$ cat config.mk
export PLATFORM = sky130hd
export DESIGN_NAME = lro_line_receive_output_stage
export DESIGN_NICKNAME = d
export VERILOG_FILES = /design/src/logic/lro_pkg.sv /design/src/logic/lro_chan_if.sv /design/src/logic/lro_chan_decode.sv /design/src/logic/lro_line_receive_output_stage.sv
export VERILOG_INCLUDE_DIRS = /design/src /design/src/logic
export SDC_FILE = /design/constraint.sdc
export NUM_CORES = 1
export LEC_CHECK = 0
export BUFFER_PORTS_ARGS = -buffer_cell sky130_fd_sc_hd__buf_2
export CORE_MARGIN = 2
export CORE_UTILIZATION = 35
export CTS_CLUSTER_SIZE = 30
export DETAILED_ROUTE_END_ITERATION = 8
export PLACE_DENSITY_LB_ADDON = 0.05
export SLEW_MARGIN = 0
export SYNTH_ARGS = -nofsm -noshare
export SYNTH_HDL_FRONTEND = slang
export SYNTH_SLANG_ARGS = --single-unit
$ cat constraint.sdc
create_clock -name clk -period 1.8 [get_ports clk]
set_input_delay 0.36 -clock clk [delete_from_list [all_inputs] [get_ports clk]]
set_output_delay 0.36 -clock clk [all_outputs]
set_load 0.01 [all_outputs]
$ cat src/logic/lro_defines.svh
// Register map, field positions, reset values and depths of the receive output stage
`ifndef LRO_DEFINES_SVH
`define LRO_DEFINES_SVH

// Register byte offsets on the bus
`define LRO_CTRL_OFS 4'h0
`define LRO_STATUS_OFS 4'h4
`define LRO_MASK_OFS 4'h8
`define LRO_STATE_OFS 4'hC

// Control field positions
`define LRO_CTRL_INVERT_BIT 0
`define LRO_CTRL_SINGLE_BIT 1
`define LRO_CTRL_DECODE_BIT 2
`define LRO_CTRL_HDB3_BIT 3
`define LRO_CTRL_WIDTH 4

// Event positions in status and mask
`define LRO_EVT_LCV0_BIT 0
`define LRO_EVT_LCV1_BIT 1
`define LRO_EVT_SUB0_BIT 2
`define LRO_EVT_SUB1_BIT 3
`define LRO_EVT_WIDTH 4

// Live state field positions
`define LRO_STATE_INVERT_BIT 0
`define LRO_STATE_HOST_BIT 1
`define LRO_STATE_PIN_BIT 2

// Reset values
`define LRO_CTRL_RST 4'h0
`define LRO_MASK_RST 4'h0
`define LRO_STATUS_RST 4'h0

// Decoder delay line and how far back a substitution reaches
`define LRO_DELAY_DEPTH 4
`define LRO_HDB3_BACK 3
`define LRO_B3ZS_BACK 2

// Pin synchroniser width
`define LRO_SYNC_WIDTH 8

`endif

$ cat src/logic/lro_pkg.sv
// Types shared by the receive output stage modules
`default_nettype none
package lro_pkg;
	// Control register layout, bit 0 at the right
	typedef struct packed {
		logic hdb3;
		logic decodeEn;
		logic singleRail;
		logic clkInvert;
	} lro_ctrl_t;

	// Sticky event vector
	typedef logic [3:0] lro_evt_t;
endpackage
`default_nettype wire

$ cat src/logic/lro_chan_if.sv
// Per-channel link between the stage top and one channel decoder
`default_nettype none
interface lro_chan_if;
	logic step;
	logic linePos;
	logic lineNeg;
	logic singleRail;
	logic decodeEn;
	logic hdb3;
	logic railPos;
	logic railNeg;
	logic violation;
	logic substitution;

	modport top(
		output step,
		output linePos,
		output lineNeg,
		output singleRail,
		output decodeEn,
		output hdb3,
		input railPos,
		input railNeg,
		input violation,
		input substitution
	);

	modport chan(
		input step,
		input linePos,
		input lineNeg,
		input singleRail,
		input decodeEn,
		input hdb3,
		output railPos,
		output railNeg,
		output violation,
		output substitution
	);
endinterface
`default_nettype wire

$ cat src/logic/lro_chan_decode.sv
// One receive channel: rail output, violation flag and substitution removal
`include "lro_defines.svh"
`default_nettype none
module lro_chan_decode #(
	parameter int DEPTH = `LRO_DELAY_DEPTH
) (
	input wire logic clk,
	input wire logic reset_n,
	lro_chan_if.chan ch
);
	logic [DEPTH-1:0] dataDly_q, dataDly_d;
	logic [DEPTH-1:0] lcvDly_q, lcvDly_d;
	logic [1:0] rawHist_q, rawHist_d;
	logic lastPos_q, lastPos_d;
	logic seenPulse_q, seenPulse_d;
	logic railPos_q, railPos_d;
	logic railNeg_q, railNeg_d;
	logic viol_q, viol_d;
	logic subst_q, subst_d;
	logic pulse, bipolarViol, pattern, isSub;

	// Next state, advanced once per recovered clock period
	always_comb begin
		pulse = ch.linePos | ch.lineNeg;
		bipolarViol = pulse & seenPulse_q & (ch.linePos == lastPos_q);
		// Zeros ahead of the violation mark a substitution, not a line fault
		pattern = ch.hdb3 ? (rawHist_q == 2'h0) : ~rawHist_q[0];
		isSub = ch.singleRail & ch.decodeEn & bipolarViol & pattern;
		dataDly_d = dataDly_q;
		lcvDly_d = lcvDly_q;
		rawHist_d = rawHist_q;
		lastPos_d = lastPos_q;
		seenPulse_d = seenPulse_q;
		railPos_d = railPos_q;
		railNeg_d = railNeg_q;
		viol_d = 1'b0;
		subst_d = 1'b0;
		if (ch.step) begin
			rawHist_d = {rawHist_q[0], pulse};
			if (pulse) begin
				lastPos_d = ch.linePos;
				seenPulse_d = 1'b1;
			end
			dataDly_d = {dataDly_q[DEPTH-2:0], pulse & ~isSub};
			lcvDly_d = {lcvDly_q[DEPTH-2:0], bipolarViol & ~isSub};
			// Clear the leading B or zero of the pattern too
			if (isSub) begin
				if (ch.hdb3) begin
					dataDly_d[`LRO_HDB3_BACK] = 1'b0;
				end else begin
					dataDly_d[`LRO_B3ZS_BACK] = 1'b0;
				end
			end
			if (ch.singleRail) begin
				// Delay lets a late V erase the bits ahead of it
				railPos_d = dataDly_d[DEPTH-1];
				railNeg_d = lcvDly_d[DEPTH-1];
				viol_d = bipolarViol & ~isSub;
				subst_d = isSub;
			end else begin
				railPos_d = ch.linePos;
				railNeg_d = ch.lineNeg;
			end
		end
	end

	// Channel state registers
	always_ff @(posedge clk or negedge reset_n) begin
		if (!reset_n) begin
			dataDly_q <= '0;
			lcvDly_q <= '0;
			rawHist_q <= 2'h0;
			lastPos_q <= 1'b0;
			seenPulse_q <= 1'b0;
			railPos_q <= 1'b0;
			railNeg_q <= 1'b0;
			viol_q <= 1'b0;
			subst_q <= 1'b0;
		end else begin
			dataDly_q <= dataDly_d;
			lcvDly_q <= lcvDly_d;
			rawHist_q <= rawHist_d;
			lastPos_q <= lastPos_d;
			seenPulse_q <= seenPulse_d;
			railPos_q <= railPos_d;
			railNeg_q <= railNeg_d;
			viol_q <= viol_d;
			subst_q <= subst_d;
		end
	end

	// Results back to the top
	assign ch.railPos = railPos_q;
	assign ch.railNeg = railNeg_q;
	assign ch.violation = viol_q;
	assign ch.substitution = subst_q;
endmodule
`default_nettype wire

$ cat src/logic/lro_line_receive_output_stage.sv
// Two-channel receive output stage with Wishbone registers and interrupt
//
// Summary of operation
// - By default rail outputs change on the falling edge of the recovered clock output so the far end samples them on its rising edge.
// - With the polarity bit set or, in hardware mode, the polarity pin high, the rails are timed to be sampled on the falling edge of the recovered clock output.
// - In hardware mode a high polarity pin inverts both channels' clock outputs together and data launches on the internal falling edge.
// - In host mode the shared polarity pin is no clock control but the serial port's chip select.
// - With the decoder on in single-rail mode, substitution patterns are found and put out as zeros.
// - In dual-rail mode each negative line pulse appears on the negative rail output.
// - In single-rail mode the negative rail output flags each line code violation.
`include "lro_defines.svh"
`default_nettype none
module lro_line_receive_output_stage #(
	parameter int DEPTH = `LRO_DELAY_DEPTH
) (
	input wire logic clk,
	input wire logic reset_n,
	// Wishbone classic slave
	input wire logic cyc_i,
	input wire logic stb_i,
	input wire logic we_i,
	input wire logic [3:0] adr_i,
	input wire logic [3:0] sel_i,
	input wire logic [31:0] dat_i,
	output logic [31:0] dat_o,
	output logic ack_o,
	output logic irq,
	// Recovered clocks and line pulses from clock recovery
	input wire logic recoveredClockInCh0,
	input wire logic recoveredClockInCh1,
	input wire logic lineInPositiveCh0,
	input wire logic lineInNegativeCh0,
	input wire logic lineInPositiveCh1,
	input wire logic lineInNegativeCh1,
	// Mode and shared polarity pin
	input wire logic hostModePin,
	input wire logic polarityOrSelectPin,
	output logic serialSelectN,
	// Outputs to the framer
	output logic recoveredClockOutCh0,
	output logic recoveredClockOutCh1,
	output logic positiveRailOutCh0,
	output logic positiveRailOutCh1,
	output logic negativeRailOrViolationCh0,
	output logic negativeRailOrViolationCh1
);
	// Word-aligned register decode shared by reads and writes
	function automatic logic regHit(input logic [3:0] adr, input logic [3:0] ofs);
		regHit = (adr[3:2] == ofs[3:2]);
	endfunction

	lro_pkg::lro_ctrl_t ctrl_q, ctrl_d;
	lro_pkg::lro_evt_t status_q, status_d;
	lro_pkg::lro_evt_t mask_q, mask_d;
	lro_pkg::lro_evt_t events;
	logic [31:0] dat_q, dat_d;
	logic ack_q, ack_d;
	logic irq_q, irq_d;
	logic [`LRO_SYNC_WIDTH-1:0] syncA_q, syncA_d;
	logic [`LRO_SYNC_WIDTH-1:0] syncB_q, syncB_d;
	logic [1:0] clkPrev_q, clkPrev_d;
	logic clkOut0_q, clkOut0_d;
	logic clkOut1_q, clkOut1_d;
	logic selN_q, selN_d;
	logic req, hostSync, pinSync, invertEff;
	logic fall0, fall1;

	lro_chan_if chIf0();
	lro_chan_if chIf1();

	// Pin sampling: raw vector into first stage, first into second only
	always_comb begin
		syncA_d = {hostModePin, polarityOrSelectPin, lineInNegativeCh1, lineInPositiveCh1,
			recoveredClockInCh1, lineInNegativeCh0, lineInPositiveCh0, recoveredClockInCh0};
		syncB_d = syncA_q;
		clkPrev_d = {syncB_q[3], syncB_q[0]};
	end

	// Synchroniser and edge history registers
	always_ff @(posedge clk or negedge reset_n) begin
		if (!reset_n) begin
			syncA_q <= '0;
			syncB_q <= '0;
			clkPrev_q <= 2'h0;
		end else begin
			syncA_q <= syncA_d;
			syncB_q <= syncB_d;
			clkPrev_q <= clkPrev_d;
		end
	end

	// Decode the synchronised pins
	assign hostSync = syncB_q[7];
	assign pinSync = syncB_q[6];
	// Host mode hands the pin to the serial port, so it no longer inverts
	assign invertEff = ctrl_q.clkInvert | (~hostSync & pinSync);
	// Internal falling edge of each recovered clock, one step per period
	assign fall0 = clkPrev_q[0] & ~syncB_q[0];
	assign fall1 = clkPrev_q[1] & ~syncB_q[3];

	// Channel 0 feed; rails always launch on the internal falling edge
	assign chIf0.step = fall0;
	assign chIf0.linePos = syncB_q[1];
	assign chIf0.lineNeg = syncB_q[2];
	assign chIf0.singleRail = ctrl_q.singleRail;
	assign chIf0.decodeEn = ctrl_q.decodeEn;
	assign chIf0.hdb3 = ctrl_q.hdb3;

	// Channel 1 feed, stepped by its own recovered clock
	assign chIf1.step = fall1;
	assign chIf1.linePos = syncB_q[4];
	assign chIf1.lineNeg = syncB_q[5];
	assign chIf1.singleRail = ctrl_q.singleRail;
	assign chIf1.decodeEn = ctrl_q.decodeEn;
	assign chIf1.hdb3 = ctrl_q.hdb3;

	lro_chan_decode #(
		.DEPTH(DEPTH)
	) uChan0 (
		.clk(clk),
		.reset_n(reset_n),
		.ch(chIf0)
	);

	lro_chan_decode #(
		.DEPTH(DEPTH)
	) uChan1 (
		.clk(clk),
		.reset_n(reset_n),
		.ch(chIf1)
	);

	// Clock outputs follow the sampled clock, flipped together when inverted
	always_comb begin
		clkOut0_d = syncB_q[0] ^ invertEff;
		clkOut1_d = syncB_q[3] ^ invertEff;
		// Chip select is active low; idle high in hardware mode
		selN_d = hostSync ? pinSync : 1'b1;
	end

	// Output clock and select registers
	always_ff @(posedge clk or negedge reset_n) begin
		if (!reset_n) begin
			clkOut0_q <= 1'b0;
			clkOut1_q <= 1'b0;
			selN_q <= 1'b1;
		end else begin
			clkOut0_q <= clkOut0_d;
			clkOut1_q <= clkOut1_d;
			selN_q <= selN_d;
		end
	end

	// Events from the channels, one-cycle pulses
	always_comb begin
		events = '0;
		events[`LRO_EVT_LCV0_BIT] = chIf0.violation;
		events[`LRO_EVT_LCV1_BIT] = chIf1.violation;
		events[`LRO_EVT_SUB0_BIT] = chIf0.substitution;
		events[`LRO_EVT_SUB1_BIT] = chIf1.substitution;
	end

	// Bus slave: one wait state, ack for exactly one cycle per request
	assign req = cyc_i & stb_i & ~ack_q;

	// Register next values; a new event wins over a read that clears
	always_comb begin
		ctrl_d = ctrl_q;
		mask_d = mask_q;
		status_d = status_q;
		dat_d = dat_q;
		ack_d = req;
		if (req && we_i && sel_i[0]) begin
			if (regHit(adr_i, `LRO_CTRL_OFS)) begin
				ctrl_d = lro_pkg::lro_ctrl_t'(dat_i[`LRO_CTRL_WIDTH-1:0]);
			end
			if (regHit(adr_i, `LRO_MASK_OFS)) begin
				mask_d = dat_i[`LRO_EVT_WIDTH-1:0];
			end
		end
		if (req && !we_i) begin
			dat_d = 32'h0000_0000;
			if (regHit(adr_i, `LRO_CTRL_OFS)) begin
				dat_d[`LRO_CTRL_WIDTH-1:0] = ctrl_q;
			end
			if (regHit(adr_i, `LRO_STATUS_OFS)) begin
				dat_d[`LRO_EVT_WIDTH-1:0] = status_q;
				status_d = '0;
			end
			if (regHit(adr_i, `LRO_MASK_OFS)) begin
				dat_d[`LRO_EVT_WIDTH-1:0] = mask_q;
			end
			if (regHit(adr_i, `LRO_STATE_OFS)) begin
				dat_d[`LRO_STATE_INVERT_BIT] = invertEff;
				dat_d[`LRO_STATE_HOST_BIT] = hostSync;
				dat_d[`LRO_STATE_PIN_BIT] = pinSync;
			end
		end
		status_d = status_d | events;
		irq_d = |(status_d & mask_d);
	end

	// Register file and bus answer registers
	always_ff @(posedge clk or negedge reset_n) begin
		if (!reset_n) begin
			ctrl_q <= lro_pkg::lro_ctrl_t'(`LRO_CTRL_RST);
			mask_q <= `LRO_MASK_RST;
			status_q <= `LRO_STATUS_RST;
			dat_q <= 32'h0000_0000;
			ack_q <= 1'b0;
			irq_q <= 1'b0;
		end else begin
			ctrl_q <= ctrl_d;
			mask_q <= mask_d;
			status_q <= status_d;
			dat_q <= dat_d;
			ack_q <= ack_d;
			irq_q <= irq_d;
		end
	end

	// Outputs, each straight from a flip-flop
	assign dat_o = dat_q;
	assign ack_o = ack_q;
	assign irq = irq_q;
	assign serialSelectN = selN_q;
	assign recoveredClockOutCh0 = clkOut0_q;
	assign recoveredClockOutCh1 = clkOut1_q;
	assign positiveRailOutCh0 = chIf0.railPos;
	assign positiveRailOutCh1 = chIf1.railPos;
	assign negativeRailOrViolationCh0 = chIf0.railNeg;
	assign negativeRailOrViolationCh1 = chIf1.railNeg;
endmodule
`default_nettype wire

==> key figures <==
Status
  – Status: complete, no violations

GRT
  – Global Route Usage Sum: 13.3%
  – Vias in the first global route: 1,724
  – Pin count of the biggest net entering global routing: 68
  – First-pass GRT wire length: 8830 µm
  – Grt total ovfl: 0
  – Initial antenna violation count: 0

STA
  – Unrepaired setup endpoints after global routing: no
  – Period utilisation layout: 92.7%
  – Fin crit period: 1.67 ns
  – Final setup fails: 0
  – Final hold violation count: 0
  – Clock skew: 0.00586 ns
  – Fin. max-slew vios: 0
  – Max Freq: 0.599 GHz
  – Final WS setup: 0.131 ns

Pwr
  – Sw Share: 25.4%
  – Power per standard cell area: 1130 nW/µm²
  – Clock Power Share: 36.3%
  – Leak: 0.00166 µW
  – Net load switching power: 938 µW
  – Int Power: 2750 µW
  – Maximum vdd ir drop: 0.451 mV
  – Comb pwr share: 14.3%
  – Total power: 3690 µW
  – Reg power frac: 49.4%

Floorplan
  – IO Pins: 94
  – Die Ht: 93.9 µm
  – Core region area: 7770 µm²
  – Starting Density: 36.4%
  – Full die area: 8820 µm²
  – Site Rows: 32
  – Die width: 93.9 µm

Yosys
  – Main combinational cell family by area after synthesis: simple AND/OR/NAND/NOR gates
  – Avg Cell Area, Syn: 11.6 µm²
  – Ys Warns: 0
  – Most common flop cell mapped by yosys: dfrtp_1
  – Adder-cell area share of the yosys netlist: 0%
  – #FFs+latches synth: 67
  – Distinct cells, synth: 38
  – Post-synth EDFFs: 0
  – Post-Syn Instances: 243
  – Synth Area in Simple Gates: 13.8%
  – Sequential share of the synthesized area: 59.3%
  – Compound-cell area share of the yosys netlist: 9.60%
  – Async S/R FF share, synth: 100%
  – XOR/XNOR Fraction of Synth Area: 0.619%
  – Synthesized cell area: 2830 µm²
  – Mux cell area share after synthesis: 6.77%

CTS
  – TritonCTS buffer count: 9
  – Worst-path clk slew: 0.07 ns
  – CTS tree: yes
  – Max Root-Sink Buffers: 2
  – Clock latency on the worst-skew pair: 0.34 ns
  – Clk root buf: clkbuf_8
  – H-Tree Depth: 3
  – Clk sinks: 67

Worst setup path
  – Worst r2r src: ack_o
  – WP data arrival: 1.88 ns
  – Maximum fanout along the worst path: 10
  – Reg2reg setup slack: 0.13 ns
  – Worst setup endpoint: irq
  – Critical Path Max Stage Delay: 0.43 ns
  – Setup crit start: ack_o
  – Critical Path Start Type: flip-flop
  – Reg-to-Reg End: irq
  – Slowest CP cell: a2111o_1
  – Crit-path cells: and3b_2 -> nand2_1 -> mux2_4 -> a2111o_1
  – CP required: 2.01 ns
  – Crit. End Element: flip-flop
  – Reg2Reg Depth: 4
  – Kind of critical path: reg -> reg

Route
  – Drt pass-1 iters: 4
  – # DRC: 0
  – Total Routed Length: 5280 µm
  – Via density: 4.39
  – Via Count: 1,729
  – Iteration-0 DRC Markers: 72
  – Final ANT Viol Nets: 0
  – Routed WL per cell: 13.4 µm

Place
  – Post-Place Setup Slack: -0.0305 ns
  – Placer Congestion: 0.701
  – Cell Area, Placed: 3060 µm²
  – IO buf count: 32
  – Placed insts: 378
  – Dpl hpwl: 3600 µm

Layout
  – Design Area, Final: 3280 µm²
  – Final net count: 340
  – Most common cell after layout, fill and taps aside: dfrtp_1
  – Final non-filler cell total: 394
  – Commonest non-fill, non-tap cells in the layout: 66 x dfrtp_1, 36 x nand2_1, 32 x buf_2, 28 x conb_1, 13 x clkbuf_8
  – Layout area overhead: 15.9%
  – N_diodes: 0
  – Share of cells above drive strength 1: 27.1%
  – Fillers: 785

Job
  – Max_cap viols: 0

Hold path
  – Worst Hold Class: in -> async
[synth_stat cells (all sizes together), types with 2 or more instances]
master,count,area [µm²]
o21ai,8,40.0
o2111ai,2,17.5
a21boi,6,45.0
nor4,2,12.5
mux2i,3,30.0
nor2,11,41.3
dfrtp,66,1650
a22o,4,35.0
nor3b,3,27.5
o211ai,2,15.0
nand2b,3,18.8
mux4,3,67.6
a21o,4,30.0
nand2,36,135
a21oi,6,30.0
and3b,3,26.3
clkbuf,7,26.3
and3,3,18.8
mux2,8,93.8
nor2b,3,18.8
o22a,3,26.3
xnor2,2,17.5
o31ai,2,15.0
and2,4,25.0
buf,31,234
inv,4,15.0
or2,8,50.1
[cell families after synthesis]
kind of cell / after synthesis
AO/OA/AOI/OAI: 39
XOR/XNOR: 2
buffers and inverters: 42
flip-flops: 67
multiplexers: 14
other: 1
AND/OR/NAND/NOR: 78
[layer usage]
layer / wire, µm / vias to the layer above / global-route usage [%]
met5: 0 / - / 0
met4: 71 / 0 / 5.80
met3: 284 / 5 / 3.85
met2: 2410 / 42 / 19.6
met1: 2510 / 827 / 18.4
li1: - / 855 / -
[worst max-delay path: cells and delay by family (launching register included)]
kind | cells | cell delay, ns
AO/OA/AOI/OAI | 1 | 0.43
AND/OR/NAND/NOR | 2 | 0.42
multiplexers | 1 | 0.31
flip-flops | 1 | 0.37
[metrics by stage]
stage          utilization [%]  hold slack [ns]  TNS [ns]
6_report                  42.2           0.0335         0
5_1_grt                   42.2           0.0456         0
4_1_cts                   42.2           0.0377         0
3_5_place_dp              39.4            0.336   -0.0305
3_3_place_gp              39.4            0.332   -0.0131
2_1_floorplan                -           0.0644         0
[how the worst min path moves through the flow]
| stage | startpoint | endpoint | slack, ns | cells after the start |
|---|---|---|---|---|
| global placement | syncA_q[5] | syncB_q[5] | 0.33 | 0 |
| CTS | reset_n | dat_o[0] | 0.04 | 2 |
| detailed placement | syncA_q[7] | syncB_q[7] | 0.34 | 0 |
| finish | reset_n | syncB_q[3] | 0.03 | 2 |
| floorplan | reset_n | ack_o | 0.06 | 0 |
| global route | reset_n | syncB_q[6] | 0.05 | 2 |
[power by group through the flow]
stage               Clock [µW]  Sequential (µW)  Combinational (µW)
global placement             0             1860                 535
CTS                       1390             1830                 540
global route              1460             1850                 596
floorplan                    0             1850                 367
finish                    1340             1830                 528
detailed placement           0             1860                 535
[timing repair]
| action | CTS | global route |
|---|---|---|
| setup endpoints to repair | 1 | 0 |
| hold buffers | 0 | 0 |
| buffers inserted | 0 | 0 |
| resized for setup | 1 | 0 |
[registers in the layout (all words and copies together) (netlist names), 2 cells and up]
| register | flops |
|---|---|
| syncA_q | 8 |
| syncB_q | 8 |
| dat_o | 4 |
| mask_q | 4 |
| status_q | 4 |
| uChan0.dataDly_q | 3 |
| uChan0.lcvDly_q | 3 |
| uChan1.dataDly_q | 3 |
| uChan1.lcvDly_q | 3 |
| clkPrev_q | 2 |
| uChan0.rawHist_q | 2 |
| uChan1.rawHist_q | 2 |
[area by class of cell]
type	instances	area (µm²)	area share, %
Sequential cell	67	1680	51.2
Multi-Input combinational cell	161	978	29.8
Timing Repair Buffer	44	263	8.02
Clock buffer	15	186	5.69
Tap cell	102	128	3.89
Clock inverter	1	30.0	0.916
Inverter	4	15.0	0.458
Power figures use the tool's default switching activity.
